<file path="config.mk">
export PLATFORM = sky130hd
export DESIGN_NAME = ssc_standby_ctrl
export DESIGN_NICKNAME = d
export VERILOG_FILES = /design/src/core/ssc_pkg.sv /design/src/core/ssc_delay_timer.sv /design/src/core/ssc_standby_ctrl.sv
export SDC_FILE = /design/constraint.sdc
export NUM_CORES = 1
export LEC_CHECK = 0
export ABC_AREA = 0
export BUFFER_PORTS_ARGS = -buffer_cell sky130_fd_sc_hd__buf_2
export CORE_UTILIZATION = 50
export DETAILED_ROUTE_END_ITERATION = 7
export GPL_TIMING_DRIVEN = 0
export PLACE_DENSITY_LB_ADDON = 0.15
export RECOVER_POWER = 50
export SLEW_MARGIN = 5
export SYNTH_ARGS = -nofsm -noshare
export SYNTH_HDL_FRONTEND = slang
export SYNTH_SLANG_ARGS = --single-unit
</file>
<file path="constraint.sdc">
create_clock -name pclk -period 2.55 [get_ports pclk]
set_input_delay 0 -clock pclk [delete_from_list [all_inputs] [get_ports pclk]]
set_output_delay 0 -clock pclk [all_outputs]
set_load 0.01 [all_outputs]
</file>
<file path="src/core/ssc_pkg.sv">
package ssc_pkg;

    // ----------------------------------------------------------------
    // Bus and register map
    // ----------------------------------------------------------------
    localparam int          SSC_AW        = 8;
    localparam logic [7:0]  OFF_CTRL      = 8'h00;
    localparam logic [7:0]  OFF_LEVEL     = 8'h04;
    localparam logic [7:0]  OFF_CLKSEL    = 8'h08;
    localparam logic [7:0]  OFF_WAKEDIS   = 8'h0c;
    localparam logic [7:0]  OFF_OSTCNT    = 8'h10;
    localparam logic [7:0]  OFF_STATUS    = 8'h14;

    // ----------------------------------------------------------------
    // Field positions and codes
    // ----------------------------------------------------------------
    localparam int          CTRL_STOP     = 0;
    localparam int          CTRL_SUB      = 1;
    localparam logic [7:0]  LEVEL_LOWV    = 8'h01;
    localparam logic [7:0]  LEVEL_RST     = 8'h00;
    localparam int          CS_IT_LSB     = 0;
    localparam int          CS_WD_LSB     = 2;
    localparam int          CS_WT_SUB     = 4;
    localparam logic [1:0]  SEL_MAIN      = 2'h0;
    localparam logic [1:0]  SEL_INTOSC8   = 2'h1;
    localparam logic [1:0]  SEL_SUB       = 2'h2;
    localparam int          DIS_NMI       = 0;
    localparam int          DIS_WDT       = 1;
    localparam int          DIS_MASKABLE  = 2;
    localparam int          ST_STATE_LSB  = 0;
    localparam int          ST_LOWV       = 4;
    localparam int          ST_ADC_INV    = 5;
    localparam int          ST_ABORT      = 6;
    localparam int          ST_CAUSE_LSB  = 8;
    localparam logic [1:0]  CAUSE_NONE    = 2'h0;
    localparam logic [1:0]  CAUSE_IRQ     = 2'h1;
    localparam logic [1:0]  CAUSE_RESET   = 2'h2;

    // ----------------------------------------------------------------
    // Timing
    // ----------------------------------------------------------------
    localparam int          SSC_CNT_W      = 16;
    localparam int          CLK_PERIOD_NS  = 100;
    localparam int          OST_TIME_NS    = 2000000;
    localparam int          OST_CYCLES     = OST_TIME_NS / CLK_PERIOD_NS;
    localparam int          DAC_SETTLE_NS  = 10000;
    localparam logic [SSC_CNT_W-1:0] DAC_SETTLE_CYC =
        SSC_CNT_W'((DAC_SETTLE_NS + CLK_PERIOD_NS - 1) / CLK_PERIOD_NS);

    // ----------------------------------------------------------------
    // Types
    // ----------------------------------------------------------------
    localparam int          N_EXT = 8;
    localparam int          N_INT = 4;

    typedef enum logic [2:0] {
        SSC_RUN  = 3'h1,
        SSC_STOP = 3'h2,
        SSC_STAB = 3'h4
    } ssc_state_t;

    typedef struct packed {
        logic             nmi_pin;
        logic             watchdog_interrupt_event;
        logic [N_EXT-1:0] external_interrupt_pin;
        logic [N_EXT-1:0] ext_mask;
        logic [N_INT-1:0] int_irq;
        logic [N_INT-1:0] int_mask;
        logic [N_INT-1:0] int_live;
    } ssc_wake_src_t;

    typedef struct packed {
        logic ext_reset_pin;
        logic watchdog_reset_event;
        logic low_voltage_detector;
    } ssc_reset_src_t;

    typedef struct packed {
        logic cpu_halt;
        logic osc_stop;
        logic intc_stop;
        logic realtime_out_hold;
        logic port_hold;
        logic regulator_low;
        logic itimer_run;
        logic wdt_run;
        logic watch_run;
        logic serial_halt;
        logic adc_halt;
        logic dac_halt;
    } ssc_unit_ctl_t;

endpackage

</file>
<file path="src/core/ssc_delay_timer.sv">
`timescale 1ns/1ns
`default_nettype none
module ssc_delay_timer
    import ssc_pkg::*;
(
    input  wire logic                 pclk,
    input  wire logic                 presetn,
    input  wire logic                 start,
    input  wire logic [SSC_CNT_W-1:0] load,
    output var  logic                 busy,
    output var  logic                 done
);
    // ----------------------------------------------------------------
    // Down counter, load of zero behaves as one cycle
    // ----------------------------------------------------------------
    logic [SSC_CNT_W-1:0] count_reg;

    always_ff @(posedge pclk or negedge presetn) begin
        if (!presetn) begin
            count_reg <= '0;
            busy      <= 1'b0;
            done      <= 1'b0;
        end else begin
            done <= 1'b0;
            if (start) begin
                count_reg <= load;
                busy      <= 1'b1;
            end else if (busy) begin
                if (count_reg <= SSC_CNT_W'(1)) begin
                    busy <= 1'b0;
                    done <= 1'b1;
                end else begin
                    count_reg <= count_reg - SSC_CNT_W'(1);
                end
            end
        end
    end
endmodule
`default_nettype wire

</file>
<file path="src/core/ssc_standby_ctrl.sv">
// Notes on behaviour
// - Plain stop halts running ADC; pre-entry and first post-release results invalid.
// - Plain stop halts DAC, floats pin; resumes and restores level after settling.
// - Low-voltage stop halts ADC; all results before and after stay invalid.
// - Low-voltage stop halts DAC; resumes and restores level after settling.
// - Interrupt controller stops in standby but still detects wake requests.
// - Low-voltage stop keeps timers only on internal-osc/8 or used subclock.
// - Watch timer stops unless subclock used and selected as its clock.
// - Real-time output freezes and holds pin values during stop.
// - ADC halted in stop; result register undefined until restart.
// - Low-voltage stop preserves port pin states and CPU registers.
// - Stop ends on enabled NMI, watchdog interrupt, unmasked external or internal.
// - Stop ends on pin reset, watchdog reset or low-voltage detector.
// - After release wait oscillation stabilization before normal operation.
// - Stop request with pending unmasked interrupt is not entered; code still enters stop on it when DIS_MASKABLE is set.
// - Sources disabled by power-save disable bits never wake the device.
// - Level register 01h at request selects low-voltage stop, regulator drops.
// - Interrupt release returns regulator to normal level automatically.
//
// Decided for this implementation: the register offsets and the APB slave port.
`timescale 1ns/1ns
`default_nettype none
module ssc_standby_ctrl
    import ssc_pkg::*;
#(
    parameter logic [SSC_CNT_W-1:0] OST_DEFAULT = SSC_CNT_W'(OST_CYCLES)
) (
    input  wire logic              pclk,
    input  wire logic              presetn,
    input  wire logic              psel,
    input  wire logic              penable,
    input  wire logic              pwrite,
    input  wire logic [SSC_AW-1:0] paddr,
    input  wire logic [31:0]       pwdata,
    output var  logic [31:0]       prdata,
    output var  logic              pready,
    output var  logic              pslverr,
    input  wire ssc_wake_src_t     wake_src,
    input  wire ssc_reset_src_t    reset_src,
    input  wire logic              adc_running,
    input  wire logic              adc_conv_done,
    input  wire logic              dac_running,
    output var  ssc_unit_ctl_t     unit_ctl,
    output var  logic              adc_restart,
    output var  logic              adc_result_invalid,
    output var  logic              dac_out_en,
    output var  logic              dac_restore,
    output var  logic              reset_proc_req,
    output var  logic              stop_aborted
);
    // ----------------------------------------------------------------
    // Wake and reset decode
    // ----------------------------------------------------------------
    function automatic logic wake_hit(input ssc_wake_src_t s, input logic [2:0] dis);
        logic nmi;
        logic mask;
        nmi  = (s.nmi_pin && !dis[DIS_NMI])
             || (s.watchdog_interrupt_event && !dis[DIS_WDT]);
        mask = |(s.external_interrupt_pin & ~s.ext_mask)
             || |(s.int_irq & ~s.int_mask & s.int_live);
        return nmi || (mask && !dis[DIS_MASKABLE]);
    endfunction

    function automatic logic timer_keeps(input logic [1:0] sel, input logic sub);
        return (sel == SEL_INTOSC8) || (sub && sel == SEL_SUB);
    endfunction

    // ----------------------------------------------------------------
    // Registers
    // ----------------------------------------------------------------
    ssc_state_t           state_reg;
    ssc_state_t           state_next;
    logic                 sub_used_reg;
    logic [7:0]           level_reg;
    logic [4:0]           clksel_reg;
    logic [2:0]           wakedis_reg;
    logic [SSC_CNT_W-1:0] ost_reg;
    logic                 lowv_reg;
    logic                 adc_was_reg;
    logic                 dac_was_reg;
    logic                 adc_first_reg;
    logic                 adc_sticky_reg;
    logic                 abort_reg;
    logic [1:0]           cause_reg;
    logic                 wake_now;
    logic                 rst_now;
    logic                 wr_en;
    logic                 stop_cmd;
    logic                 enter_stop;
    logic                 release_irq;
    logic                 leave_stab;
    logic                 ost_done;
    logic                 dac_busy;
    logic                 dac_done;
    logic                 in_standby;
    logic [31:0]          rd_mux;
    logic                 rd_err;

    assign wake_now    = wake_hit(wake_src, wakedis_reg);
    assign rst_now     = reset_src.ext_reset_pin || reset_src.watchdog_reset_event
                       || reset_src.low_voltage_detector;
    assign wr_en       = psel && penable && pready && pwrite;
    assign stop_cmd    = wr_en && paddr == OFF_CTRL && pwdata[CTRL_STOP];
    assign enter_stop  = state_reg == SSC_RUN && stop_cmd && !wake_now;
    assign release_irq = state_reg == SSC_STOP && wake_now && !rst_now;
    assign leave_stab  = state_reg == SSC_STAB && ost_done && !rst_now;
    assign in_standby  = state_next != SSC_RUN;

    // ----------------------------------------------------------------
    // Standby sequencer
    // ----------------------------------------------------------------
    always_comb begin
        state_next = state_reg;
        case (state_reg)
            SSC_RUN: begin
                if (enter_stop) begin
                    state_next = SSC_STOP;
                end
            end
            SSC_STOP: begin
                if (rst_now) begin
                    state_next = SSC_RUN;
                end else if (wake_now) begin
                    state_next = SSC_STAB;
                end
            end
            SSC_STAB: begin
                if (rst_now || ost_done) begin
                    state_next = SSC_RUN;
                end
            end
            default: begin
                state_next = SSC_RUN;
            end
        endcase
    end

    always_ff @(posedge pclk or negedge presetn) begin
        if (!presetn) begin
            state_reg <= SSC_RUN;
        end else begin
            state_reg <= state_next;
        end
    end

    // Oscillation stabilization; a reset during it drops the wait
    ssc_delay_timer u_ost (
        .pclk    (pclk),
        .presetn (presetn),
        .start   (release_irq),
        .load    (ost_reg),
        .busy    (),
        .done    (ost_done)
    );

    // ----------------------------------------------------------------
    // Mode capture at entry
    // ----------------------------------------------------------------
    always_ff @(posedge pclk or negedge presetn) begin
        if (!presetn) begin
            lowv_reg    <= 1'b0;
            adc_was_reg <= 1'b0;
            dac_was_reg <= 1'b0;
        end else if (enter_stop) begin
            lowv_reg    <= level_reg == LEVEL_LOWV;
            adc_was_reg <= adc_running;
            dac_was_reg <= dac_running;
        end else if (release_irq || rst_now) begin
            lowv_reg    <= 1'b0;
        end
    end

    always_ff @(posedge pclk or negedge presetn) begin
        if (!presetn) begin
            abort_reg    <= 1'b0;
            stop_aborted <= 1'b0;
            cause_reg    <= CAUSE_NONE;
        end else begin
            stop_aborted <= state_reg == SSC_RUN && stop_cmd && wake_now;
            if (state_reg == SSC_RUN && stop_cmd && wake_now) begin
                abort_reg <= 1'b1;
            end else if (wr_en && paddr == OFF_STATUS && pwdata[ST_ABORT]) begin
                abort_reg <= 1'b0;
            end
            if (state_reg != SSC_RUN && rst_now) begin
                cause_reg <= CAUSE_RESET;
            end else if (release_irq) begin
                cause_reg <= CAUSE_IRQ;
            end
        end
    end

    // ----------------------------------------------------------------
    // Unit control registered from the next state; reset_proc_req from the current state
    // ----------------------------------------------------------------
    always_ff @(posedge pclk or negedge presetn) begin
        if (!presetn) begin
            unit_ctl       <= '0;
            reset_proc_req <= 1'b0;
        end else begin
            unit_ctl.cpu_halt      <= in_standby;
            unit_ctl.osc_stop      <= state_next == SSC_STOP;
            unit_ctl.intc_stop     <= in_standby;
            unit_ctl.realtime_out_hold <= in_standby;
            unit_ctl.port_hold     <= in_standby;
            unit_ctl.regulator_low <= state_next == SSC_STOP
                                   && (enter_stop ? level_reg == LEVEL_LOWV
                                                  : lowv_reg);
            unit_ctl.itimer_run    <= !in_standby
                || timer_keeps(clksel_reg[CS_IT_LSB +: 2], sub_used_reg);
            unit_ctl.wdt_run       <= !in_standby
                || timer_keeps(clksel_reg[CS_WD_LSB +: 2], sub_used_reg);
            unit_ctl.watch_run     <= !in_standby
                || (sub_used_reg && clksel_reg[CS_WT_SUB]);
            unit_ctl.serial_halt   <= in_standby;
            unit_ctl.adc_halt      <= in_standby;
            unit_ctl.dac_halt      <= in_standby;
            reset_proc_req         <= state_reg != SSC_RUN && rst_now;
        end
    end

    // ----------------------------------------------------------------
    // Converter side effects
    // ----------------------------------------------------------------
    // Settling runs after the stabilization wait; level held until done
    ssc_delay_timer u_dac_settle (
        .pclk    (pclk),
        .presetn (presetn),
        .start   (leave_stab && dac_was_reg),
        .load    (DAC_SETTLE_CYC),
        .busy    (dac_busy),
        .done    (dac_done)
    );

    always_ff @(posedge pclk or negedge presetn) begin
        if (!presetn) begin
            dac_out_en  <= 1'b0;
            dac_restore <= 1'b0;
        end else begin
            dac_out_en  <= !in_standby && dac_running && !dac_busy
                        && !(leave_stab && dac_was_reg);
            dac_restore <= dac_done;
        end
    end

    // Set beats software clear so an entry is never missed
    always_ff @(posedge pclk or negedge presetn) begin
        if (!presetn) begin
            adc_result_invalid <= 1'b0;
            adc_first_reg      <= 1'b0;
            adc_sticky_reg     <= 1'b0;
            adc_restart        <= 1'b0;
        end else begin
            adc_restart <= leave_stab && adc_was_reg;
            if (enter_stop && adc_running) begin
                adc_result_invalid <= 1'b1;
                adc_sticky_reg     <= level_reg == LEVEL_LOWV;
                adc_first_reg      <= 1'b1;
            end else if (wr_en && paddr == OFF_STATUS && pwdata[ST_ADC_INV]) begin
                adc_result_invalid <= 1'b0;
                adc_sticky_reg     <= 1'b0;
                adc_first_reg      <= 1'b0;
            end else if (state_reg == SSC_RUN && adc_conv_done) begin
                if (adc_first_reg) begin
                    adc_first_reg <= 1'b0;
                end else if (!adc_sticky_reg) begin
                    adc_result_invalid <= 1'b0;
                end
            end
        end
    end

    // ----------------------------------------------------------------
    // APB slave, one wait-free access with registered read data
    // ----------------------------------------------------------------
    always_comb begin
        rd_mux = '0;
        rd_err = 1'b0;
        if (paddr == OFF_CTRL) begin
            rd_mux[CTRL_SUB] = sub_used_reg;
        end else if (paddr == OFF_LEVEL) begin
            rd_mux[7:0] = level_reg;
        end else if (paddr == OFF_CLKSEL) begin
            rd_mux[4:0] = clksel_reg;
        end else if (paddr == OFF_WAKEDIS) begin
            rd_mux[2:0] = wakedis_reg;
        end else if (paddr == OFF_OSTCNT) begin
            rd_mux[SSC_CNT_W-1:0] = ost_reg;
        end else if (paddr == OFF_STATUS) begin
            rd_mux[ST_STATE_LSB +: 3] = state_reg;
            rd_mux[ST_LOWV]           = lowv_reg;
            rd_mux[ST_ADC_INV]        = adc_result_invalid;
            rd_mux[ST_ABORT]          = abort_reg;
            rd_mux[ST_CAUSE_LSB +: 2] = cause_reg;
        end else begin
            rd_err = 1'b1;
        end
    end

    always_ff @(posedge pclk or negedge presetn) begin
        if (!presetn) begin
            pready  <= 1'b0;
            prdata  <= '0;
            pslverr <= 1'b0;
        end else begin
            pready  <= psel && !penable && !pready;
            if (psel && !penable) begin
                prdata  <= pwrite ? '0 : rd_mux;
                pslverr <= rd_err;
            end
        end
    end

    always_ff @(posedge pclk or negedge presetn) begin
        if (!presetn) begin
            sub_used_reg <= 1'b0;
            level_reg    <= LEVEL_RST;
            clksel_reg   <= '0;
            wakedis_reg  <= '0;
            ost_reg      <= OST_DEFAULT;
        end else if (wr_en && state_reg == SSC_RUN) begin
            if (paddr == OFF_CTRL) begin
                sub_used_reg <= pwdata[CTRL_SUB];
            end else if (paddr == OFF_LEVEL) begin
                level_reg <= pwdata[7:0];
            end else if (paddr == OFF_CLKSEL) begin
                clksel_reg <= pwdata[4:0];
            end else if (paddr == OFF_WAKEDIS) begin
                wakedis_reg <= pwdata[2:0];
            end else if (paddr == OFF_OSTCNT) begin
                ost_reg <= pwdata[SSC_CNT_W-1:0];
            end
        end
    end
endmodule
`default_nettype wire

</file>
==> flow_metrics.env, run 1 <==
export IMPL_core_area_sq_um=10500
export IMPL_drtAntennaViolNets=0
export IMPL_fmax_ghz=0.418
export IMPL_initial_utilization_pct=52.4
export IMPL_fin_crit_sh_pct=93.8
export IMPL_grt_total_usage_pct=24.7
export IMPL_pre_cts_slack_ns=-0.285
export IMPL_ioPinCount=133
export IMPL_combPwrFrac_pct=6.8
export IMPL_final_max_slew_violation_count=41
export IMPL_ctsRootBufferMaster="clkbuf_8"
export IMPL_critPathLaunchType="primary input"
export IMPL_clockBufferDepth=2
export IMPL_port_buffers=100
export IMPL_finalCriticalPeriod_ns=2.39
export IMPL_clock_sinks=110
export IMPL_grt_max_degree=71
export IMPL_wl_um=13100
export IMPL_rows=37
export IMPL_synthCells=501
export IMPL_clock_power_share_pct=36.4
export IMPL_synth_edf_count=0
export IMPL_slew_headroom_pct=-30.0
export IMPL_die_area_sq_um=11400
export IMPL_synth_top_area_share_pct=47.3
export IMPL_die_h_um=107
export IMPL_critPathRequiredTime_ns=2.83
export IMPL_status="finished, violations left"
export IMPL_grt_pass1_wl_um=21700
export IMPL_post_cts_buffers=0
export IMPL_yosysTopAreaCell="dfrtp_1"
export IMPL_synth_distinct_cells=66
export IMPL_end_kind="flip-flop"
export IMPL_cts_tree="done"
export IMPL_total_power_w=0.00309
export IMPL_worstMarginPinSlew_ns=1.95
export IMPL_via_per_inst=5.50
export IMPL_rsz0062_at_grt="no"
export IMPL_firstDrtPassIters=4
export IMPL_power_share_switching_pct=24.6
export IMPL_crit_type="in2reg"
export IMPL_cts_made_buffers=9
export IMPL_vias=4378
export IMPL_final_cells=796
export IMPL_syn_area_per_cell_sq_um=11.0
export IMPL_htree_levels=3
export IMPL_hold_path_class="in2reg"
export IMPL_path_clk_slew_ns=0.11
export IMPL_antenna_found_initial=0
export IMPL_switchingPower_w=0.000761
export IMPL_async_reset_ff_share_pct=100
export IMPL_layout_setup_ws_ns=0.157
export IMPL_grt_pass1_vias=4409
export IMPL_synth_main_ff_cell="dfrtp_1"
export IMPL_ys_warn_count=0
export IMPL_num_fill_cells=864
export IMPL_diodes=0
export IMPL_nets=740
export IMPL_ir_drop_v=0.000442
export IMPL_insertion_delay_ns=0.39
export IMPL_seqPwrFrac_pct=56.8
export IMPL_dp_cells=753
export IMPL_p_int_w=0.00233
export IMPL_leakage_nw=3.26
export IMPL_place_hpwl_um=9540
export IMPL_drive_above_1_share_pct=25.3
export IMPL_tns_ns=0
export IMPL_cap_viol_max_count=1
export IMPL_cp_max_fo=9
export IMPL_synthToLayoutAreaGrowth_pct=22.7
export IMPL_final_cell_mix="dfrtp_1, buf_2, mux2_1, nand2_1, nor2_1"
export IMPL_grt_overflow=0
export IMPL_power_density_nw_per_um2=458
export IMPL_drt_iter0_markers=210
export IMPL_synth_area_leaders="dfrtp_1, mux2_1, buf_4"
export IMPL_finClkSkew_ns=0.0180
export IMPL_place_gp_congestion=0.873
export IMPL_ys_ff_latch=110
export IMPL_die_x_um=107
export IMPL_hold_viol=0
export IMPL_cp_data_arrival_time_ns=2.67
export IMPL_violations="capacitance limit, slew limit"
export IMPL_drc_errors=0
export IMPL_wl_per_cell_um=16.4
export IMPL_synth_area_sq_um=5500
export IMPL_finalSetupViolCount=0
export IMPL_layout_cells_most_common="dfrtp_1"
export IMPL_yosysSeqAreaShare_pct=50.2
==> worst max-delay path, stage by stage <==
cell           delay [ns]
dlygate4sd3_1        0.53
buf_2                0.17
or4_1                0.52
nor2_1               0.54
nand3_1              0.25
nor3_2               0.29
mux2_1               0.36
==> cells by family after synthesis <==
kind of cell	count (synthesis)	share of synthesized area, %
AND/OR/NAND/NOR	169	17.5
flip-flops	110	50.2
AO/OA/AOI/OAI	81	10.8
buffers and inverters	59	5.91
multiplexers	54	11.0
XOR/XNOR	23	3.66
adder cells (fa/ha/maj)	4	0.910
other	1	0.0682
==> synth_stat cells (4+ instances only) <==
library cell	number
clkbuf_1	7
xor2_1	5
buf_2	5
nor2_1	30
o21ai_0	9
mux2i_1	4
nand2_1	35
or3_1	8
a22oi_1	9
ha_1	4
mux2_2	12
o21ai_1	11
nor3_1	10
nand3b_1	6
inv_1	22
nand2b_1	7
o31ai_1	6
buf_4	24
and3_1	8
dfstp_2	6
nor2b_1	4
nand3_1	12
dfrtp_1	104
nor4_1	8
or4_1	8
xnor2_1	18
a22o_1	7
mux2_1	37
a21oi_1	7
a221o_1	4
nand4_1	9
==> worst paths after layout <==
path                                   start             endpoint  slack, ns  cells past startpoint
setup / recovery                    paddr[3]          dac_was_reg       0.16                      7
hold / removal                      paddr[4]            prdata[7]       0.04                      3
setup reg to reg                state_reg[0]          ost_reg[13]       0.17                      6
hold reg to reg            u_dac_settle.done          dac_restore       0.36                      0
max in group asynchronous            presetn         state_reg[0]       0.58                      3
min in group asynchronous            presetn  u_ost.count_reg[12]       0.84                      2
==> repair_timing <==
| action | 4_1_cts | 5_1_grt |
|---|---|---|
| hold endpoints to repair | 151 | 1 |
| resized for setup | 1 | 4 |
| hold buffers | 26 | 1 |
| setup endpoints to repair | 33 | 32 |
| pin swaps | 0 | 0 |
==> layer usage <==
metal | up-vias | track usage [%] | routed length [um]
met3 | 22 | 5.65 | 611
met2 | 137 | 41.6 | 6480
met1 | 2127 | 31.4 | 5730
met5 | - | 0 | 0
met4 | 0 | 8.02 | 266
li1 | 2092 | - | -
==> area by class of cell <==
class	count	area (sq um)	share of cell area (%)
clock buffers	9	124	1.83
repair buffers	128	782	11.6
inverters	22	82.6	1.22
plain buffers	37	243	3.59
clock inverters	7	91.3	1.35
well taps	136	170	2.52
multi-input cells	347	2500	37.0
flip-flops and latches	110	2760	40.9
==> power by group through the flow <==
stage	Sequential [W]	Combinational, W	Clock (W)
final	0.00175	0.000211	0.00113
after global routing	0.00176	0.000234	0.00122
after floorplan	0.00179	0.0000641	0
after detailed placement	0.00179	0.000180	0
after global placement	0.00179	0.000171	0
after CTS	0.00175	0.000210	0.00115
==> stage by stage <==
stage | hold slack (ns) | util, % | area, sq um
6_report | 0.0404 | 64.3 | 6750
5_1_grt | 0.0360 | 64.3 | 6750
3_3_place_gp | 0.219 | 59.3 | 6230
4_1_cts | 0.0100 | 64.2 | 6740
2_1_floorplan | -0.296 | - | 5560
3_5_place_dp | -0.0585 | 59.6 | 6260
Note: power is estimated with default switching activity, not from simulation.
==> run 2, diff against run 1 <==
CORE_UTILIZATION = 40   (was 50)
==> run 2 against run 1 <==
Compared with the run above:
- critical path type is now reg2reg
- fmax fell by 1.1%
- die area grew 25%
- cell area up 0.56%
- the flow now finishes without violations
- largest cell class unchanged
==> flow_metrics.env, run 2 (synthesis gave the netlist of run 1 again) <==
export IMPL_cp_data_arrival_time_ns=2.65
export IMPL_synthToLayoutAreaGrowth_pct=23.4
export IMPL_nets=737
export IMPL_rows=42
export IMPL_drt_iter0_markers=251
export IMPL_layout_cells_most_common="dfrtp_1"
export IMPL_grt_total_usage_pct=20.1
export IMPL_leakage_nw=3.20
export IMPL_finalCriticalPeriod_ns=2.42
export IMPL_fin_crit_sh_pct=94.9
export IMPL_grt_pass1_wl_um=21900
export IMPL_critPathLaunchType="flip-flop"
export IMPL_layout_setup_ws_ns=0.130
export IMPL_antenna_found_initial=0
export IMPL_place_gp_congestion=0.842
export IMPL_wl_um=13300
export IMPL_crit_path_cell_trace="nor3b_2 -> nor3b_4 -> and2_1 -> buf_4 -> buf_4 -> mux2_1"
export IMPL_status="complete, no violations"
export IMPL_post_cts_buffers=0
export IMPL_crit_type="reg2reg"
export IMPL_switchingPower_w=0.000745
export IMPL_cap_viol_max_count=0
export IMPL_max_stage_delay_ns=0.57
export IMPL_ir_drop_v=0.000386
export IMPL_cts_tree="done"
export IMPL_firstDrtPassIters=5
export IMPL_critPathSlowestCell="dfstp_2"
export IMPL_hold_path_class="in2reg"
export IMPL_die_h_um=119
export IMPL_slew_headroom_pct=8.86
export IMPL_final_cell_mix="dfrtp_1, buf_2, clkbuf_1, mux2_1, nand2_1"
export IMPL_grt_overflow=0
export IMPL_clock_sinks=110
export IMPL_critPathRequiredTime_ns=2.78
export IMPL_power_density_nw_per_um2=480
export IMPL_wl_per_cell_um=15.9
export IMPL_finalSetupViolCount=0
export IMPL_fmax_ghz=0.413
export IMPL_grt_pass1_vias=4245
export IMPL_core_area_sq_um=13300
export IMPL_clockBufferDepth=2
export IMPL_crit_family="simple AND/OR/NAND/NOR gates"
export IMPL_power_share_switching_pct=22.9
export IMPL_hold_viol=0
export IMPL_initial_utilization_pct=41.2
export IMPL_insertion_delay_ns=0.36
export IMPL_path_clk_slew_ns=0.07
export IMPL_diodes=0
export IMPL_ioPinCount=133
export IMPL_die_x_um=119
export IMPL_cts_made_buffers=9
export IMPL_end_kind="flip-flop"
export IMPL_port_buffers=100
export IMPL_vias=4326
export IMPL_htree_levels=3
export IMPL_die_area_sq_um=14200
export IMPL_seqPwrFrac_pct=53.8
export IMPL_via_per_inst=5.19
export IMPL_drive_above_1_share_pct=23.3
export IMPL_grt_max_degree=58
export IMPL_finClkSkew_ns=0.0113
export IMPL_crit_path_frequent_cell="buf_4"
export IMPL_worstMarginPinSlew_ns=1.37
export IMPL_ctsRootBufferMaster="clkbuf_16"
export IMPL_combPwrFrac_pct=6.3
export IMPL_clock_power_share_pct=39.9
export IMPL_num_fill_cells=1281
export IMPL_final_max_slew_violation_count=0
export IMPL_place_hpwl_um=9920
export IMPL_pre_cts_slack_ns=-0.223
export IMPL_final_util_pct=50.9
export IMPL_drtAntennaViolNets=0
export IMPL_cp_max_fo=10
export IMPL_drc_errors=0
export IMPL_critical_path_buf_inv_count=2
export IMPL_p_int_w=0.00251
==> run 2: worst min-delay path: cells and delay by family <==
kind / cells / cell delay (ns)
buffers and inverters: 1 / 0.10
and+or+nand+nor: 3 / 0.21
==> run 2: stage by stage <==
stage | instance area, sq um | TNS, ns | power [W] | hold WS, ns | instances
floorplan | 5560 | 0 | 0.00185 | -0.296 | 516
global placement | 6280 | -3.04 | 0.00196 | 0.220 | 792
detailed placement | 6310 | -3.66 | 0.00197 | -0.00353 | 793
CTS | 6830 | 0 | 0.00332 | 0.00196 | 833
global route | 6790 | -0.00374 | 0.00341 | 0.00841 | 833
finish | 6790 | 0 | 0.00326 | 0.0000502 | 833
==> run 2: routing by layer <==
metal  up-vias  part of all wire (%)  global-route usage, %
met2       102                    51                   34.0
met5         -                     0                      0
met1      2119                    44                   25.5
li1       2087                     -                      -
met4         0                   1.6                   6.65
met3        18                   3.4                   4.45
==> run 2: area by class of cell <==
| cell class | instances | area [sq um] | share of cell area, % |
|---|---|---|---|
| Sequential cell | 110 | 2760 | 40.6 |
| Tap cell | 176 | 220 | 3.24 |
| Buffer | 37 | 243 | 3.57 |
| Multi-Input combinational cell | 347 | 2500 | 36.9 |
| Clock buffer | 12 | 236 | 3.48 |
| Timing Repair Buffer | 125 | 713 | 10.5 |
| Inverter | 22 | 82.6 | 1.22 |
| Clock inverter | 4 | 32.5 | 0.479 |
==> run 2: path summary, 6_finish.rpt <==
check / start / endpoint / slack, ns / cells after the start
max: state_reg[0] / ost_reg[6] / 0.13 / 6
min reg2reg: u_dac_settle.done / dac_restore / 0.35 / 0
max in group asynchronous: presetn / abort_reg / 0.53 / 3
max reg2reg: state_reg[0] / ost_reg[6] / 0.13 / 6
min in group asynchronous: presetn / u_ost.count_reg[12] / 0.49 / 2
min: reset_src[1] / adc_restart / 0.00005 / 4
==> run 2: power by group through the flow <==
stage               clock network, W  logic [W]  registers, W
finish                       0.00130   0.000204       0.00175
global route                 0.00142   0.000228       0.00175
CTS                          0.00135   0.000211       0.00175
detailed placement                 0   0.000184       0.00179
global placement                   0   0.000175       0.00179
floorplan                          0  0.0000641       0.00179
==> run 2: timing repair <==
| action | in CTS | in global routing |
|---|---|---|
| gates resized for setup | 1 | 4 |
| hold endpoints to repair | 95 | 0 |
| endpoints found under the setup margin | 24 | 12 |
| hold buffers | 24 | 0 |
==> run 3, diff against run 2 <==
RECOVER_POWER = unset   (was 50)
==> run 3 against run 2 <==
Compared with the run above:
- core utilization grew 0.46 points
- via count grew 0.51%
- sequential share of layout area down 0.36 points
- critical endpoint unchanged
- clock skew fell by 0.0025 ns
- largest power group unchanged
- final cell count did not move
- non-clock buffer count unchanged
- largest cell class unchanged
- clock-buffer cell count did not move
==> flow_metrics.env, run 3 (synthesis gave the netlist of run 1 again) <==
export IMPL_fmax_ghz=0.412
export IMPL_ir_drop_v=0.000385
export IMPL_total_power_w=0.00326
export IMPL_antenna_found_initial=0
export IMPL_via_per_inst=5.22
export IMPL_m1WireLength_um=5830
export IMPL_cp_max_fo=10
export IMPL_diodes=0
export IMPL_critPathLaunchType="flip-flop"
export IMPL_drc_errors=0
export IMPL_synthToLayoutAreaGrowth_pct=24.5
export IMPL_port_buffers=100
export IMPL_grt_pass1_vias=4245
export IMPL_wl_per_cell_um=15.9
export IMPL_rows=42
export IMPL_hold_path_class="in2reg"
export IMPL_die_area_sq_um=14200
export IMPL_drtAntennaViolNets=0
export IMPL_multiInputGateArea_sq_um=2500
export IMPL_die_x_um=119
export IMPL_cp_data_arrival_time_ns=2.66
export IMPL_ioPinCount=133
export IMPL_pre_cts_slack_ns=-0.223
export IMPL_firstDrtPassIters=4
export IMPL_final_cell_mix="buf_2, dfrtp_1, mux2_1, nand2_1, nor2_1"
export IMPL_grt_total_usage_pct=20.1
export IMPL_core_area_sq_um=13300
export IMPL_reg2reg_slack_ns=0.12
export IMPL_leakage_nw=3.32
export IMPL_path_clk_slew_ns=0.07
export IMPL_place_gp_congestion=0.842
export IMPL_dr_max_layer_used="met4"
export IMPL_cap_viol_max_count=0
export IMPL_setup_worst_path_start="state_reg[0]"
export IMPL_drt_iter0_markers=258
export IMPL_finalSetupViolCount=0
export IMPL_grt_pass1_wl_um=21900
export IMPL_wl_met3_um=493
export IMPL_r2r_start="state_reg[0]"
export IMPL_layout_setup_ws_ns=0.123
export IMPL_wl_um=13300
export IMPL_hold_path_depth=4
export IMPL_cts_tree="done"
export IMPL_critPathRequiredTime_ns=2.78
export IMPL_power_density_nw_per_um2=476
export IMPL_nets=737
export IMPL_slew_headroom_pct=47.1
export IMPL_final_util_pct=51.3
export IMPL_vias=4348
export IMPL_htree_levels=3
export IMPL_die_h_um=119
export IMPL_end_kind="flip-flop"
export IMPL_worstMarginPinSlew_ns=0.783
export IMPL_initial_utilization_pct=41.2
export IMPL_finClkSkew_ns=0.00882
export IMPL_insertion_delay_ns=0.35
export IMPL_place_hpwl_um=9920
export IMPL_stdcell_area_sq_um=6850
export IMPL_min_from="reset_src[1]"
export IMPL_num_fill_cells=1260
export IMPL_cts_made_buffers=9
export IMPL_clockBufferDepth=2
export IMPL_reg2regPathDepth=6
export IMPL_clock_sinks=110
export IMPL_grt_max_degree=58
export IMPL_status="complete, no violations"
export IMPL_finalCriticalPeriod_ns=2.43
export IMPL_ctsRootBufferMaster="clkbuf_16"
export IMPL_crit_type="reg2reg"
export IMPL_regArea_sq_um=2760
export IMPL_final_max_slew_violation_count=0
export IMPL_worst_r2r_endpoint="ost_reg[6]"
export IMPL_grt_overflow=0
export IMPL_dr_wl_met2_um=6720
export IMPL_fin_crit_sh_pct=95.2
export IMPL_min_to="adc_restart"
export IMPL_hold_viol=0
export IMPL_placed_cell_area_sq_um=6310
export IMPL_drive_above_1_share_pct=27.5
run 3: cell types whose count changed in the layout (fill, tap and decap cells not counted):
| cell | change |
|---|---|
| buf_6 | +1 |
| clkbuf_4 | -1 |
| clkbuf_2 | -1 |
| buf_16 | +1 |
| clkbuf_1 | -28 |
| buf_2 | +28 |
run 3: where the power goes:
group	internal [W]	switching (W)	leakage [nW]
clock	0.000671	0.000624	0.129
sequential	0.00175	0.00000401	1.37
combinational	0.0000987	0.000112	1.82
run 3: per-layer routing:
metal | vias up | GRT usage, %
met5 | - | 0
met2 | 108 | 34.0
met1 | 2135 | 25.5
met3 | 16 | 4.45
li1 | 2089 | -
met4 | 0 | 6.65
run 3: area by class of cell:
type / instances / area share [%]
clock buffer: 12 / 3.45
tap: 176 / 3.21
clock inverter: 4 / 0.475
sequential: 110 / 40.3
buffer: 37 / 3.54
multi-input combinational: 347 / 36.5
inverter: 22 / 1.21
timing repair buffer: 125 / 11.3
run 3: critical path, stage by stage, from the launching register on:
cell	delay [ns]
dfstp_2	0.57
nor3b_2	0.44
nor3b_4	0.40
and2_1	0.18
buf_4	0.16
buf_4	0.22
mux2_1	0.35
run 3: how the worst max path moves through the flow:
stage	to	depth (start not counted)	slack, ns
after CTS	ost_reg[6]	6	0.07
after global routing	ost_reg[6]	6	-0.004
final	ost_reg[6]	6	0.12
after detailed placement	ost_reg[7]	6	-0.22
after floorplan	ost_reg[12]	6	0.41
after global placement	unit_ctl[5]	5	-0.20
run 3: what timing repair did:
action                                 4_1_cts  5_1_grt
setup endpoints to repair                   24       12
gates resized for setup                      1        4
buffers inserted                             0        0
endpoints found under the hold margin       95        0
hold buffers                                24        0
run 3: stage by stage:
step           std cells  hold slack, ns  setup TNS (ns)
3_3_place_gp         792           0.220           -3.04
3_5_place_dp         793        -0.00353           -3.66
5_1_grt              833         0.00841        -0.00374
6_report             833         0.00121               0
4_1_cts              833         0.00196               0
2_1_floorplan        516          -0.296               0
